==> config.mk <==
export PLATFORM = sky130hd
export DESIGN_NAME = ttfr_fault_resp
export DESIGN_NICKNAME = d
export VERILOG_FILES = /design/src/ttfr_pkg.sv /design/src/ttfr_fault_resp.sv /design/src/ttfr_timer.sv
export SDC_FILE = /design/constraint.sdc
export NUM_CORES = 1
export LEC_CHECK = 0
export BUFFER_PORTS_ARGS = -buffer_cell sky130_fd_sc_hd__buf_4
export CELL_PAD_IN_SITES_DETAIL_PLACEMENT = 0
export CELL_PAD_IN_SITES_GLOBAL_PLACEMENT = 1
export CORE_UTILIZATION = 46
export CTS_CLUSTER_DIAMETER = 100
export CTS_CLUSTER_SIZE = 8
export DETAILED_ROUTE_END_ITERATION = 16
export PLACE_DENSITY_LB_ADDON = 0.12
export SKIP_LAST_GASP = 1
export SLEW_MARGIN = 20
export SYNTH_ARGS = -nofsm -noshare
export SYNTH_HDL_FRONTEND = slang
export SYNTH_HIERARCHICAL = 1
export SYNTH_SLANG_ARGS = --single-unit
==> constraint.sdc <==
create_clock -name clk -period 5 [get_ports clk]
set_input_delay 0.5 -clock clk [delete_from_list [all_inputs] [get_ports clk]]
set_output_delay 0.5 -clock clk [all_outputs]
set_load 0.01 [all_outputs]
==> src/ttfr_pkg.sv <==
/*
 * Package for the temperature limit and under-temperature fault response
 * block: command codes, response field layout, reset values, state codes
 * and the carrier structs shared by the main module, its checker and the host model.
 * Assumes a single 250 MHz clock domain.
 */
package ttfr_pkg;

    // ************************************************************
    // Command codes
    // ************************************************************
    localparam logic [7:0] CMD_OT_WARN = 8'h51;
    localparam logic [7:0] CMD_UT_WARN = 8'h52;
    localparam logic [7:0] CMD_UT_FAULT = 8'h53;
    localparam logic [7:0] CMD_UT_ACTION = 8'h54;

    // ************************************************************
    // Response byte fields
    // ************************************************************
    localparam int RESP_HI = 7;
    localparam int RESP_LO = 6;
    localparam int RETRY_HI = 5;
    localparam int RETRY_LO = 3;
    localparam int DELAY_HI = 2;
    localparam int DELAY_LO = 0;
    localparam logic [1:0] RESP_IGNORE = 2'h0;
    localparam logic [1:0] RESP_CONTINUE = 2'h1;
    localparam logic [1:0] RESP_RETRY = 2'h2;
    localparam logic [1:0] RESP_LATCH = 2'h3;
    localparam logic [2:0] RETRY_NONE = 3'h0;
    localparam logic [2:0] RETRY_ENDLESS = 3'h7;

    // ************************************************************
    // Reset values and timing
    // ************************************************************
    localparam logic [15:0] OT_WARN_RESET = 16'h0000;
    localparam logic [15:0] UT_WARN_RESET = 16'h0000;
    localparam logic [15:0] UT_FAULT_RESET = 16'h0000;
    localparam logic [7:0] UT_ACTION_RESET = 8'h00;
    localparam int CLK_MHZ = 250;
    localparam int UNIT_W = 24;      // Width of time unit in clock cycles
    localparam int DLY_W = 8;        // Width of unit count (max 128)

    // ************************************************************
    // Types
    // ************************************************************
    typedef enum logic [2:0] {
        ST_RUN = 3'h0,
        ST_GRACE = 3'h1,
        ST_WAIT = 3'h2,
        ST_RESTART = 3'h3,
        ST_LOCKED = 3'h4
    } ttfr_state_t;

    typedef struct packed {
        logic wr;
        logic rd;
        logic [7:0] cmd;
        logic [15:0] wdata;
    } ttfr_req_t;

    typedef struct packed {
        logic rvalid;
        logic [15:0] rdata;
        logic unknown;
    } ttfr_rsp_t;

    // Units for a 3-bit delay code: 1, 2, 4 .. 128
    function automatic logic [DLY_W-1:0] ttfr_units(input logic [2:0] code);
        ttfr_units = DLY_W'(1) << code;
    endfunction : ttfr_units

endpackage : ttfr_pkg

==> src/ttfr_fault_resp.sv <==
/*
 * Temperature limit registers and under-temperature fault response.
 * Holds the four limit/response registers reached by command code,
 * compares the measured temperature and runs the fault response.
 * Assumes the bus protocol engine delivers decoded one-cycle requests
 * on clk, and that temperature and limits share one numeric coding
 * (compared as signed 16-bit). The control pin arrives asynchronously.
 */
`timescale 1ns/100ps
module ttfr_fault_resp
    import ttfr_pkg::*;
(
    input wire logic clk,
    input wire logic rstn,
    input wire ttfr_req_t req,
    output ttfr_rsp_t rsp,
    input wire logic [15:0] temperature,
    input wire logic [UNIT_W-1:0] unitCycles,
    input wire logic clearAll,
    input wire logic clearFaultBit,
    input wire logic clearWarnBits,
    input wire logic operationOn,
    input wire logic controlPin,
    input wire logic otherFault,
    output logic outputEnable,
    output logic utFaultFlag,
    output logic utWarnFlag,
    output logic otWarnFlag
);

    // ************************************************************
    // Registers and input synchroniser
    // ************************************************************
    logic [15:0] overTempWarn;
    logic [15:0] underTempWarn;
    logic [15:0] underTempFault;
    logic [7:0] utAction;
    logic [15:0] next_overTempWarn;
    logic [15:0] next_underTempWarn;
    logic [15:0] next_underTempFault;
    logic [7:0] next_utAction;
    ttfr_rsp_t next_rsp;
    logic pinMeta;
    logic pinSync;
    logic onPrev;
    logic onNow;
    logic reEnable;

    // Register writes and reads by command code
    always_comb begin
        next_overTempWarn = overTempWarn;
        next_underTempWarn = underTempWarn;
        next_underTempFault = underTempFault;
        next_utAction = utAction;
        next_rsp = '0;
        if (req.wr) begin
            unique case (req.cmd)
                CMD_OT_WARN: next_overTempWarn = req.wdata;
                CMD_UT_WARN: next_underTempWarn = req.wdata;
                CMD_UT_FAULT: next_underTempFault = req.wdata;
                CMD_UT_ACTION: next_utAction = req.wdata[7:0];
                default: next_rsp.unknown = 1'b1;
            endcase
        end else if (req.rd) begin
            next_rsp.rvalid = 1'b1;
            unique case (req.cmd)
                CMD_OT_WARN: next_rsp.rdata = overTempWarn;
                CMD_UT_WARN: next_rsp.rdata = underTempWarn;
                CMD_UT_FAULT: next_rsp.rdata = underTempFault;
                CMD_UT_ACTION: next_rsp.rdata = {8'h00, utAction};
                default: begin
                    next_rsp.rvalid = 1'b0;
                    next_rsp.unknown = 1'b1;
                end
            endcase
        end
    end

    always_ff @(posedge clk or negedge rstn) begin
        if (!rstn) begin
            overTempWarn <= OT_WARN_RESET;
            underTempWarn <= UT_WARN_RESET;
            underTempFault <= UT_FAULT_RESET;
            utAction <= UT_ACTION_RESET;
            rsp <= '0;
        end else begin
            overTempWarn <= next_overTempWarn;
            underTempWarn <= next_underTempWarn;
            underTempFault <= next_underTempFault;
            utAction <= next_utAction;
            rsp <= next_rsp;
        end
    end

    // Pin synchroniser; only pinSync feeds logic
    always_ff @(posedge clk or negedge rstn) begin
        if (!rstn) begin
            pinMeta <= 1'b0;
            pinSync <= 1'b0;
            onPrev <= 1'b0;
        end else begin
            pinMeta <= controlPin;
            pinSync <= pinMeta;
            onPrev <= onNow;
        end
    end

    // Output commanded on by pin and OPERATION together
    assign onNow = pinSync & operationOn;
    assign reEnable = onNow & ~onPrev;

    // ************************************************************
    // Limit comparison
    // ************************************************************
    logic faultNow;
    logic utWarnNow;
    logic otWarnNow;
    logic next_utWarnFlag;
    logic next_otWarnFlag;

    // Signed compare; limits in same coding as temperature
    assign faultNow = $signed(temperature) < $signed(underTempFault);
    assign utWarnNow = $signed(temperature) < $signed(underTempWarn);
    assign otWarnNow = $signed(temperature) > $signed(overTempWarn);

    // Sticky warnings; set wins over clear. No effect on output
    always_comb begin
        next_utWarnFlag = utWarnFlag;
        next_otWarnFlag = otWarnFlag;
        if (clearAll || clearWarnBits) begin
            next_utWarnFlag = 1'b0;
            next_otWarnFlag = 1'b0;
        end
        if (utWarnNow) begin
            next_utWarnFlag = 1'b1;
        end
        if (otWarnNow) begin
            next_otWarnFlag = 1'b1;
        end
    end

    always_ff @(posedge clk or negedge rstn) begin
        if (!rstn) begin
            utWarnFlag <= 1'b0;
            otWarnFlag <= 1'b0;
        end else begin
            utWarnFlag <= next_utWarnFlag;
            otWarnFlag <= next_otWarnFlag;
        end
    end

    // ************************************************************
    // Fault response state machine
    // ************************************************************
    ttfr_state_t state;
    ttfr_state_t next_state;
    logic [2:0] triesLeft;
    logic [2:0] next_triesLeft;
    logic next_outputEnable;
    logic next_utFaultFlag;
    logic timerStart;
    logic timerAbort;
    logic timerDone;
    logic clearEvent;
    logic [1:0] respMode;
    logic [2:0] retrySet;
    logic [DLY_W-1:0] delayUnits;

    assign respMode = utAction[RESP_HI:RESP_LO];
    assign retrySet = utAction[RETRY_HI:RETRY_LO];
    assign delayUnits = ttfr_units(utAction[DELAY_HI:DELAY_LO]);
    // Status bit clear, clear-all, or off-then-on
    assign clearEvent = clearFaultBit | clearAll | reEnable;

    ttfr_timer u_timer (
        .clk(clk),
        .rstn(rstn),
        .start(timerStart),
        .abort(timerAbort),
        .units(delayUnits),
        .unitCycles(unitCycles),
        .done(timerDone)
    );

    // Response sequencing; a new fault while clearing re-latches
    always_comb begin
        next_state = state;
        next_triesLeft = triesLeft;
        next_outputEnable = outputEnable;
        next_utFaultFlag = utFaultFlag;
        timerStart = 1'b0;
        timerAbort = 1'b0;
        if (clearEvent) begin
            next_utFaultFlag = 1'b0;
        end
        if (faultNow) begin
            next_utFaultFlag = 1'b1;
        end
        unique case (state)
            ST_RUN: begin
                next_outputEnable = 1'b1;
                next_triesLeft = retrySet;
                if (faultNow) begin
                    unique case (respMode)
                        RESP_IGNORE: next_outputEnable = 1'b1;
                        RESP_CONTINUE: begin
                            timerStart = 1'b1;
                            next_state = ST_GRACE;
                        end
                        RESP_RETRY: begin
                            next_outputEnable = 1'b0;
                            timerStart = 1'b1;
                            next_state = (retrySet == RETRY_NONE) ?
                                ST_LOCKED : ST_WAIT;
                        end
                        RESP_LATCH: begin
                            next_outputEnable = 1'b0;
                            next_state = ST_LOCKED;
                        end
                    endcase
                end
            end
            ST_GRACE: begin
                if (timerDone) begin
                    if (!faultNow) begin
                        next_state = ST_RUN;
                    end else if (retrySet == RETRY_NONE) begin
                        next_outputEnable = 1'b0;
                        next_state = ST_LOCKED;
                    end else begin
                        next_outputEnable = 1'b0;
                        timerStart = 1'b1;
                        next_state = ST_WAIT;
                    end
                end
            end
            ST_WAIT: begin
                if (timerDone) begin
                    // Restart attempt; spacing runs start to start
                    next_outputEnable = 1'b1;
                    timerStart = 1'b1;
                    if (triesLeft != RETRY_ENDLESS) begin
                        next_triesLeft = triesLeft - 3'h1;
                    end
                    next_state = ST_RESTART;
                end
            end
            ST_RESTART: begin
                if (!faultNow && timerDone) begin
                    next_state = ST_RUN; // Restart held for full spacing
                end else if (faultNow) begin
                    next_outputEnable = 1'b0;
                    if (triesLeft == RETRY_NONE) begin
                        timerAbort = 1'b1;
                        next_state = ST_LOCKED;
                    end else begin
                        next_state = ST_WAIT;
                    end
                end
            end
            ST_LOCKED: begin
                next_outputEnable = 1'b0;
                if (clearEvent) begin
                    next_state = ST_RUN;
                end
            end
            default: next_state = ST_LOCKED;
        endcase
        // Commanded off ends any retry sequence
        if (!onNow && state != ST_RUN) begin
            timerAbort = 1'b1;
            next_outputEnable = 1'b0;
            next_state = ST_LOCKED;
        end else if (otherFault) begin
            timerAbort = 1'b1;
            next_outputEnable = 1'b0;
            next_state = ST_LOCKED;
        end
    end

    always_ff @(posedge clk or negedge rstn) begin
        if (!rstn) begin
            state <= ST_RUN;
            triesLeft <= 3'h0;
            outputEnable <= 1'b0;
            utFaultFlag <= 1'b0;
        end else begin
            state <= next_state;
            triesLeft <= next_triesLeft;
            outputEnable <= next_outputEnable;
            utFaultFlag <= next_utFaultFlag;
        end
    end

endmodule : ttfr_fault_resp

==> src/ttfr_timer.sv <==
/*
 * Delay timer: counts a number of time units, each unit being a number
 * of clock cycles given from outside (the time unit register).
 * Assumes start is a one-cycle pulse; a new start restarts the count.
 */
`timescale 1ns/100ps
module ttfr_timer
    import ttfr_pkg::*;
(
    input wire logic clk,
    input wire logic rstn,
    input wire logic start,
    input wire logic abort,
    input wire logic [DLY_W-1:0] units,
    input wire logic [UNIT_W-1:0] unitCycles,
    output logic done
);

    logic [UNIT_W-1:0] cyc;
    logic [UNIT_W-1:0] next_cyc;
    logic [DLY_W-1:0] left;
    logic [DLY_W-1:0] next_left;
    logic run;
    logic next_run;
    logic next_done;

    // Unit prescaler is a one-cycle tick; zero cycles treated as one
    always_comb begin
        next_cyc = cyc;
        next_left = left;
        next_run = run;
        next_done = 1'b0;
        if (abort) begin
            next_run = 1'b0;
        end else if (start) begin
            next_run = 1'b1;
            next_cyc = '0;
            next_left = units;
        end else if (run) begin
            if (cyc + UNIT_W'(1) >= unitCycles) begin
                next_cyc = '0;
                if (left <= DLY_W'(1)) begin
                    next_run = 1'b0;
                    next_done = 1'b1;
                end else begin
                    next_left = left - DLY_W'(1);
                end
            end else begin
                next_cyc = cyc + UNIT_W'(1);
            end
        end
    end

    always_ff @(posedge clk or negedge rstn) begin
        if (!rstn) begin
            cyc <= '0;
            left <= '0;
            run <= 1'b0;
            done <= 1'b0;
        end else begin
            cyc <= next_cyc;
            left <= next_left;
            run <= next_run;
            done <= next_done;
        end
    end

endmodule : ttfr_timer

==> summary.txt, run 1 <==
Outcome
  • Outcome: completed

Critical path
  • Crit-path max FO: 14
  • Crit end category: register
  • Worst path required time: 5350 ps
  • Slack of the worst reg-to-reg path: ~640 ps
  • Worst endpoint data arrival time: 4710 ps
  • Startpoint types: register
  • Critical path class: register to register

Power
  • NetSw: 0.7286 mW
  • Reg power frac: 36.9%
  • Clock share of power: about half
  • P per Cell Area: 315.2 mW/mm²
  • PnR Total Power: around 2.9 mW
  • Leak: 4.383 nW
  • Sw Share: between 20% and 30%
  • Cell-internal power: around 2.2 mW
  • Gate power share: 13.7%
  • Max VDD drop: 0.0002441 V

Drt
  • Final ANT Viol Nets: 0
  • Initial DRC count: between 300 and 400
  • Routed wire per std cell: roughly 18 µm
  • DR pass1 iterations: 7
  • # DRC: 0
  • WL final: 20160 µm
  • Via count: 6325
  • Vias per inst: 5.592

Cells and area
  • Area growth from synthesis to layout: 20.72%
  • ANT cells: 0
  • Nets: roughly 1100
  • Layout cell share with drive strength beyond 1: 21.86%
  • Final Cell Area: a little over 0.009 mm²
  • Fin cells: 1131
  • Post-Route Utilization: 57.80%

Timing
  • Final Setup Violations: 0
  • Clk_skew: 8.545 ps
  • Worst Tran Pin Value: approximately 950 ps
  • Tcrit/Tclk final: between 80 and 90%
  • Tmin final: 4365 ps
  • Hold_ws: between 150 and 200 ps
  • Fin Setup TNS: 0 ps
  • Worst rel slew slack: 36.57%
  • Final Hold Fails: 0
  • Fmax: 229.1 MHz
  • RSZ-0062 raised after global routing: false
  • Max-slew violation count: 0
  • Final WS setup: 635.0 ps

Synthesis
  • Yosys reg bits: approximately 120
  • Sequential area share after synthesis: about two fifths
  • Commonest cells post-synth: 121 x dfrtp_1, 87 x inv_1, 78 x ha_1
  • Top cells by area, synth: dfrtp_1 39%, ha_1 13%, mux2_2 8.2%
  • Synth area leader: dfrtp_1
  • Netlist cell types: 62
  • Post-Syn Area: about 0.0077 mm²
  • YS warnings: 6
  • Syn_area_per_cell: 9.503 µm²
  • FFs w/ async S/R, synth: between 90% and 100%
  • Predominant post-synthesis flop cell: dfrtp_1
  • Synth top area share: 39.24%
  • Post-synth EDFFs: 0
  • Syn Nets: 964
  • Mapped Cells: 812
  • Most common cell in the synthesized netlist: dfrtp_1

Placement
  • Dpl hpwl: roughly 15000 µm
  • GPL Wtd Cong: about 0.84
  • Placed cell areas: 0.008625 mm²
  • Placed Cells: 1099
  • IO buf count: 95
  • Place WS: 683.2 ps

GRT
  • Largest net degree at the start of global routing: 72
  • Vias in the first global route: between 6000 and 7000
  • Tot GR Track Use: 24.28%
  • Grt ovf: 0
  • First-pass GRT wire length: 33180 µm
  • Initial antenna violation count: 0

Clocking
  • TritonCTS clock tree: built
  • Post-CTS Hold Buffers: 0
  • Htree depth: 4
  • TritonCTS Buffers: 17
  • Clk slew on worst S/H paths: 60 ps
  • Cts repair resizes: 0
  • CTS sink count: 121
  • Clock latency on the worst-skew pair: approximately 420 ps
  • Clock Path Buffers: 2
  • Post-CTS setup buffers: 0
  • Clock root buffer: clkbuf_16

Floorplan
  • Row count: 46
  • DIE WIDTH: 131.5 µm
  • Core ar.: 0.01612 mm²
  • Ports: 96
  • DIE HEIGHT: 131.5 µm
  • Initial Utilization: a little under half
  • Die ar.: 0.01730 mm²

Job
  • Max_cap viols: 0

Worst hold path
  • Worst hold path class: input pin to register
==> layout make-up <==
| cell class | instances | area, µm² |
|---|---|---|
| fill | 1423 | 6800 |
| clock inverter | 12 | 244.0 |
| timing repair buffer | 99 | 743.2 |
| clock buffer | 20 | 446.7 |
| multi-input combinational | 576 | 4257 |
| tap | 216 | 270.3 |
| sequential | 121 | 3028 |
| inverter | 87 | 326.6 |
==> routing by layer <==
| layer | track usage [%] | routed length (µm) |
|---|---|---|
| met5 | 0 | 0 |
| met4 | 6.848 | 221 |
| met3 | 5.285 | 1037 |
| met2 | 36.04 | 8837 |
| met1 | 35.25 | 10060 |
==> worst max-delay path, cell delays in order, from the launching register on <==
cell	delay, ps
dfrtp_1	420
and4_1	290
nand4_1	210
nor2_1	570
nand2_1	240
nor2_1	180
xor2_1	210
ha_1	280
nand2_1	130
nor3_1	70
nor3_1	160
nand4_1	270
nor4_4	700
buf_4	330
nand3_1	90
o21ai_1	100
==> kinds of logic after synthesis <==
kind of cell	synth area share, %
AO/OA/AOI/OAI	14.27
AND/OR/NAND/NOR	16.51
flip-flops	39.24
multiplexers	8.967
adder cells (fa/ha/maj)	12.65
buffers and inverters	5.756
XOR/XNOR	2.611
==> final timing paths <==
path                                      from               to  depth (start not counted)
worst max-delay path            u_timer/cyc[2]  u_timer/cyc[11]                         15
worst min-delay path                controlPin          pinMeta                          1
worst max register to register  u_timer/cyc[2]  u_timer/cyc[11]                         15
worst min register to register         pinMeta          pinSync                          0
max in group asynchronous                 rstn  overTempWarn[6]                          2
min in group asynchronous                 rstn      utFaultFlag                          1
==> registers in the layout, summed over array words and instances, names as in the netlist <==
name,flops
underTempFault,16
utWarnFlag,1
u_timer/left,8
overTempWarn,16
utFaultFlag,1
u_timer/run,1
otWarnFlag,1
u_timer/cyc,24
pinMeta,1
triesLeft,3
state,3
utAction,8
rsp,18
u_timer/done,1
onPrev,1
pinSync,1
underTempWarn,16
outputEnable,1
==> power groups by stage <==
stage               logic [mW]  clock network (mW)  registers (mW)
floorplan                0.266                   0            1.07
global placement         0.393                   0            1.10
detailed placement       0.404                   0            1.10
CTS                      0.406                1.48            1.08
global route             0.457                1.52            1.09
finish                   0.403                1.45            1.08
==> layout by cell type, fill, tap and decap left out, types with 15 or more instances in the layout <==
| cell | instances |
|---|---|
| mux2_2 | 56 |
| inv_1 | 87 |
| a21oi_1 | 34 |
| nor3_1 | 18 |
| buf_4 | 99 |
| ha_1 | 78 |
| nor2_1 | 54 |
| a22o_1 | 18 |
| nand4_1 | 15 |
| o21ai_0 | 37 |
| xnor2_1 | 19 |
| clkbuf_16 | 17 |
| nand2_1 | 62 |
| dfrtp_1 | 121 |
| nand3_1 | 35 |
Note: power is estimated with default switching activity, not from simulation.
==> run 2, diff against run 1 <==
CORE_UTILIZATION = 40   (was 46)
PLACE_DENSITY_LB_ADDON = 0.1   (was 0.12)
==> run 2 against run 1 <==
Total power shrank 4.7%. Non-clock buffer count grew 6. Register-to-register slack gained 360 ps. Global-route usage shrank 2.6 points.
==> summary.txt, run 2 (same netlist as run 1, synthesis figures left out) <==
Critical path
  • CP dominant cell by count: nand3_1
  • Critical path's slowest cell: or4_1
  • Crit-path max FO: 8 (-6)
  • CP max stage delay: 760 ps (+60 ps)
  • Worst path required time: 5360 ps (about the same)
  • R2R Path End: u_timer/cyc[20]
  • Slack of the worst reg-to-reg path: 1000 ps (+360 ps)
  • CP Launch Point: u_timer/cyc[0]
  • Critical Path, Cell by Cell: ha_1 > nand3_1 > nor2_1 > buf_4 > and3_1 > nand3_1 > xnor2_1 > ha_1 > nand4_1 > nor3_1 > nor3_1 > nand4_1 > or4_1 > or3_1 > nand3_1
  • Worst endpoint data arrival time: 4360 ps (-350 ps)
  • Worst r2r src: u_timer/cyc[0]
  • Critical path class: register to register
  • CP Capture Point: u_timer/cyc[20]
  • Startpoint types: register
  • Crit end category: register
  • Worst r2r path cells: 15 (unchanged)

Cells and area
  • Commonest non-fill, non-tap cell in the layout: dfrtp_1
  • ANT cells: 0 (unchanged)
  • Most flops, register: u_timer/cyc
  • Nets: 1060 (+0.57%)
  • Fin cells: 1181 (+4.4%)
  • Largest registers: u_timer/cyc: 24 flops, rsp: 18 flops
  • Number of fill cells: 1809 (+27%)
  • Layout cell share with drive strength beyond 1: 22.58% (+0.73 points)
  • Max reg flops: 24 (unchanged)
  • Most frequent cells in the layout: 121 x dfrtp_1, 105 x buf_4, 87 x inv_1
  • Area growth from synthesis to layout: 21.18%

Timing
  • Max-slew violation count: 0 (unchanged)
  • Worst Tran Pin Value: 936.0 ps (-15.51 ps)
  • Final Hold Fails: 0 (unchanged)
  • Final Setup Violations: 0 (unchanged)
  • Tcrit/Tclk final: 80.08% (-7.2 points)
  • RSZ-0062 raised after global routing: false
  • Tmin final: 4004 ps (-360.9 ps)
  • Fmax: 249.7 MHz (+9.0%)
  • Fin Setup TNS: 0 ps (unchanged)
  • Clk_skew: 9.609 ps (+1.063 ps)
  • Worst rel slew slack: 37.47% (+0.91 points)

Placement
  • Dpl hpwl: 15020 µm (-0.78%)
  • Placed Cells: 1149 (+4.5%)
  • GPL Wtd Cong: 0.8799 (+4.3%)
  • IO buf count: 95 (unchanged)

Clocking
  • TritonCTS Buffers: 17 (unchanged)
  • CTS sink count: 121 (unchanged)
  • Htree depth: 4 (unchanged)
  • Clock Path Buffers: 2 (unchanged)
  • Clock root buffer: clkbuf_16
  • Clk slew on worst S/H paths: 60 ps (about the same)
  • Post-CTS setup buffers: 0 (unchanged)
  • Post-CTS Hold Buffers: 0 (unchanged)
  • Cts repair resizes: 0 (unchanged)
  • TritonCTS clock tree: built
  • Clock latency on the worst-skew pair: 420 ps (about the same)

Drt
  • WL final: 20090 µm (-0.32%)
  • Max Used Layer: met4
  • Routed wire per std cell: 17.01 µm (-4.5%)
  • # DRC: 0 (unchanged)
  • Met3 WL: 991 µm (-4.4%)
  • Met2 routed WL: 8975 µm (+1.6%)
  • WL met1: 9813 µm (-2.5%)
  • DR pass1 iterations: 5 (-2)
  • Final ANT Viol Nets: 0 (unchanged)
  • Initial DRC count: 344 (-5.0%)
  • Vias per inst: 5.356 (-4.2%)
  • Via count: 6326 (+0.016%)

GRT
  • Tot GR Track Use: 21.66% (-2.6 points)
  • Largest net degree at the start of global routing: 52 (-28%)
  • Initial antenna violation count: 0 (unchanged)
  • First-pass GRT wire length: 33230 µm (+0.17%)
  • Vias in the first global route: 6317 (-0.64%)
  • Grt ovf: 0 (unchanged)

Power
  • P per Cell Area: 299.2 mW/mm² (-5.1%)
  • Leak: 4.390 nW (+0.15%)
  • Max VDD drop: 0.0002368 V (-3.0%)

Floorplan
  • DIE HEIGHT: 140.9 µm (+7.1%)
  • Row count: 50 (+8.7%)
  • Initial Utilization: 40.98% (-6.9 points)
  • Ports: 96 (unchanged)
  • Core ar.: 0.01883 mm² (+17%)
  • Die ar.: 0.01985 mm² (+15%)
  • DIE WIDTH: 140.9 µm (+7.1%)

Job
  • Max_cap viols: 0 (unchanged)

Worst hold path
  • Worst hold path class: input pin to async pin

Outcome
  • Outcome: completed
run 2: report_power, final:
part | switching (mW) | internal (mW) | total [mW]
sequential | 0.0576 | 1.03 | 1.08
clock | 0.475 | 0.835 | 1.31
combinational | 0.217 | 0.187 | 0.404
total | 0.750 | 2.05 | 2.80
run 2: per-stage QoR:
step                      util [%]  hold slack (ps)  setup slack [ps]  cell area, µm²  power (mW)
after floorplan                  -            204.4              1470            7716       1.339
after detailed placement     46.33            357.6             894.3            8725       1.504
final                        49.65            102.8             995.9            9350       2.798
after global routing         49.65            165.9             583.7            9350       2.938
after CTS                    49.65            141.5              1012            9350       2.830
after global placement       46.33            333.9             737.3            8725       1.495
run 2: per-layer routing:
layer  up-vias  GRT usage [%]
met2       157          33.02
met3        20          4.654
met5         -              0
met1      3048          30.77
met4         0          6.350
li1       3101              -
run 2: worst max-delay path: cells and delay by family (launching register included):
family | cells | cell delay [ps]
AND/OR/NAND/NOR | 11 | 2590
adder cells (fa/ha/maj) | 2 | 560
flip-flops | 1 | 460
XOR/XNOR | 1 | 180
buffers and inverters | 1 | 140
run 2: worst min path at each step:
stage	start	endpoint	cells past startpoint
2_1_floorplan	rstn	onPrev	0
3_3_place_gp	pinMeta	pinSync	0
3_5_place_dp	pinMeta	pinSync	0
4_1_cts	rstn	outputEnable	1
5_1_grt	rstn	outputEnable	1
6_report	rstn	outputEnable	1
run 2: area by class of cell:
type | instances | area (µm²) | share of cell area (%)
repair buffers | 105 | 788.3 | 8.430
inverters | 87 | 326.6 | 3.493
well taps | 260 | 325.3 | 3.479
clock inverters | 15 | 200.2 | 2.141
multi-input cells | 576 | 4257 | 45.52
flip-flops and latches | 121 | 3028 | 32.38
clock buffers | 17 | 425.4 | 4.550
==> run 3, diff against run 2 <==
clock period = 3.8 ns   (was 5 ns; I/O delays follow)
==> run 3 against run 2 <==
Core utilization up 1.2 points. Sequential cell count is the same. Critical path depth grew 1. Global-route usage about the same. Worst setup slack lost 830 ps. Sequential power grew 31%. Maximum frequency grew 10%. Via count up 2.0%. Design area up 2.5%. Worst hold slack got worse by 28 ps. Non-clock buffer count grew 34. Highest routed layer unchanged.
==> summary.txt, run 3 (same netlist as run 1, synthesis figures left out) <==
Critical path
  • Critical Path, Cell by Cell: and4_4 > nand4_1 > nor2_1 > buf_4 > buf_12 > nand4_1 > xnor2_1 > ha_1 > nand4_1 > nor3_2 > nor3_1 > nand4_1 > buf_4 > or4_4 > or3_1 > nand3_1
  • CP dominant cell by count: nand4_1
  • Critical path class: register to register
  • CP max stage delay: 560 ps (-200 ps)
  • Worst endpoint data arrival time: 3980 ps (-380 ps)
  • Critical path's slowest cell: or4_4
  • Buf/Inv on CP: 3 (+2)
  • Worst path required time: 4150 ps (-1210 ps)
  • Crit end category: register
  • Crit-path max FO: 8 (unchanged)
  • Startpoint types: register
  • Delay-heaviest family, CP: simple AND/OR/NAND/NOR gates

GRT
  • Tot GR Track Use: 21.63% (-0.032 points)
  • Initial antenna violation count: 0 (unchanged)
  • Largest net degree at the start of global routing: 71 (+37%)
  • First-pass GRT wire length: 33240 µm (about the same)
  • Grt ovf: 0 (unchanged)
  • Vias in the first global route: 6556 (+3.8%)

Clocking
  • Htree depth: 4 (unchanged)
  • Clock latency on the worst-skew pair: 420 ps (about the same)
  • Clock root buffer: clkbuf_16
  • Clk slew on worst S/H paths: 50 ps (about the same)
  • TritonCTS Buffers: 17 (unchanged)
  • TritonCTS clock tree: built
  • CTS sink count: 121 (unchanged)
  • Clock Path Buffers: 2 (unchanged)
  • Post-CTS Hold Buffers: 0 (unchanged)

Power
  • Leak: 4.533 nW (+3.3%)
  • P per Cell Area: 353.7 mW/mm² (+18%)
  • PnR Total Power: 3.389 mW (+21%)
  • Max VDD drop: 0.0002879 V (+22%)

Timing
  • Worst rel slew slack: 36.48% (-0.99 points)
  • Max-slew violation count: 0 (unchanged)
  • Fmax: 275.5 MHz (+10%)
  • Tcrit/Tclk final: 95.53% (+15 points)
  • Tmin final: 3630 ps (-373.9 ps)
  • Final Hold Fails: 0 (unchanged)
  • Clk_skew: 10.08 ps (+0.4674 ps)
  • Final Setup Violations: 0 (unchanged)
  • Worst Tran Pin Value: 952.8 ps (+16.83 ps)

Drt
  • # DRC: 0 (unchanged)
  • WL final: 20490 µm (+2.0%)
  • Via count: 6455 (+2.0%)
  • Vias per inst: 5.317 (-0.73%)
  • Final ANT Viol Nets: 0 (unchanged)
  • Routed wire per std cell: 16.87 µm (-0.82%)
  • Initial DRC count: 276 (-20%)
  • DR pass1 iterations: 5 (unchanged)

Cells and area
  • Fin cells: 1214 (+2.8%)
  • Multi-input gate area: 0.004313 mm² (+1.3%)
  • Most frequent cells in the layout: 136 x buf_4, 121 x dfrtp_1, 87 x inv_1
  • Register area: 0.003028 mm² (unchanged)
  • Number of fill cells: 1788 (-1.2%)
  • Layout cell share with drive strength beyond 1: 25.89% (+3.3 points)
  • Nets: 1094 (+3.2%)
  • Largest registers: u_timer/cyc: 24 flops, rsp: 18 flops
  • Most flops, register: u_timer/cyc
  • Max reg flops: 24 (unchanged)
  • Commonest non-fill, non-tap cell in the layout: buf_4
  • ANT cells: 0 (unchanged)
  • Area growth from synthesis to layout: 24.16%

Floorplan
  • DIE HEIGHT: 140.9 µm (unchanged)
  • Core ar.: 0.01883 mm² (unchanged)
  • DIE WIDTH: 140.9 µm (unchanged)
  • Die ar.: 0.01985 mm² (unchanged)
  • Initial Utilization: 40.98% (unchanged)
  • Ports: 96 (unchanged)
  • Row count: 50 (unchanged)

Worst hold path
  • Worst hold path class: input pin to register

Placement
  • Placed Cells: 1169 (+1.7%)
  • IO buf count: 95 (unchanged)
  • GPL Wtd Cong: 0.8516 (-3.2%)
  • Dpl hpwl: 15160 µm (+0.97%)

Job
  • Max_cap viols: 0 (unchanged)

Outcome
  • Outcome: completed
[run 3: changes by cell type in the layout (fill, tap and decap cells not counted), sizes merged]
cell	before	now
buf	105	139
inv	89	87
clkbuf	17	22
bufinv	4	0
[run 3: final cells by class]
class,count,area share [%]
Tap cell,260,3.396
Multi-Input combinational cell,576,45.02
Timing Repair Buffer,139,11.19
Inverter,87,3.409
Clock buffer,22,4.845
Clock inverter,9,0.5355
Sequential cell,121,31.61
[run 3: power breakdown]
group          internal (mW)  switching (mW)  leakage [nW]
clock network          0.854           0.566         0.259
logic                  0.254           0.289          2.66
registers               1.35          0.0742          1.62
[run 3: per-stage QoR]
stage / area, µm² / setup slack (ps) / hold WS (ps) / util (%) / setup TNS (ps)
after CTS: 9442 / -14.74 / 57.75 / 50.14 / -38.70
final: 9580 / 169.8 / 74.39 / 50.88 / 0
after detailed placement: 8887 / -40.28 / 341.2 / 47.20 / -296.5
after global placement: 8887 / 78.82 / 332.9 / 47.20 / 0
after floorplan: 7716 / 269.8 / 84.41 / - / 0
after global routing: 9580 / -69.81 / 58.10 / 50.88 / -361.5
[run 3: worst reg2reg max path, cell delays in order (launching register included)]
cell,delay (ps)
dfrtp_1,430
and4_4,260
nand4_1,120
nor2_1,110
buf_4,160
buf_12,100
nand4_1,100
xnor2_1,230
ha_1,270
nand4_1,220
nor3_2,80
nor3_1,210
nand4_1,120
buf_4,170
or4_4,560
or3_1,370
nand3_1,70
[run 3: path summary, 6_finish.rpt]
path / slack (ps) / cells past startpoint / endpoint / startpoint
setup / recovery: 170 / 16 / u_timer/cyc[15] / u_timer/cyc[3]
hold / removal: 70 / 1 / pinMeta / controlPin
setup reg to reg: 170 / 16 / u_timer/cyc[15] / u_timer/cyc[3]
hold reg to reg: 350 / 0 / pinSync / pinMeta
max in group asynchronous: 2880 / 2 / u_timer/left[0] / rstn
min in group asynchronous: 120 / 1 / state[0] / rstn
[run 3: routing by layer]
layer | up-vias | share of wire (%) | track usage [%]
met5 | - | 0 | 0
met4 | 0 | 1.4 | 6.522
met3 | 18 | 3.7 | 4.620
met2 | 140 | 48 | 35.98
met1 | 3140 | 47 | 28.21
li1 | 3157 | - | -
[run 3: timing repair]
| item | CTS | global route |
|---|---|---|
| gates resized for setup | 1 | 11 |
| gates cloned | 0 | 0 |
| pin swaps | 1 | 19 |
| setup endpoints to repair | 10 | 18 |
| setup buffers | 4 | 11 |
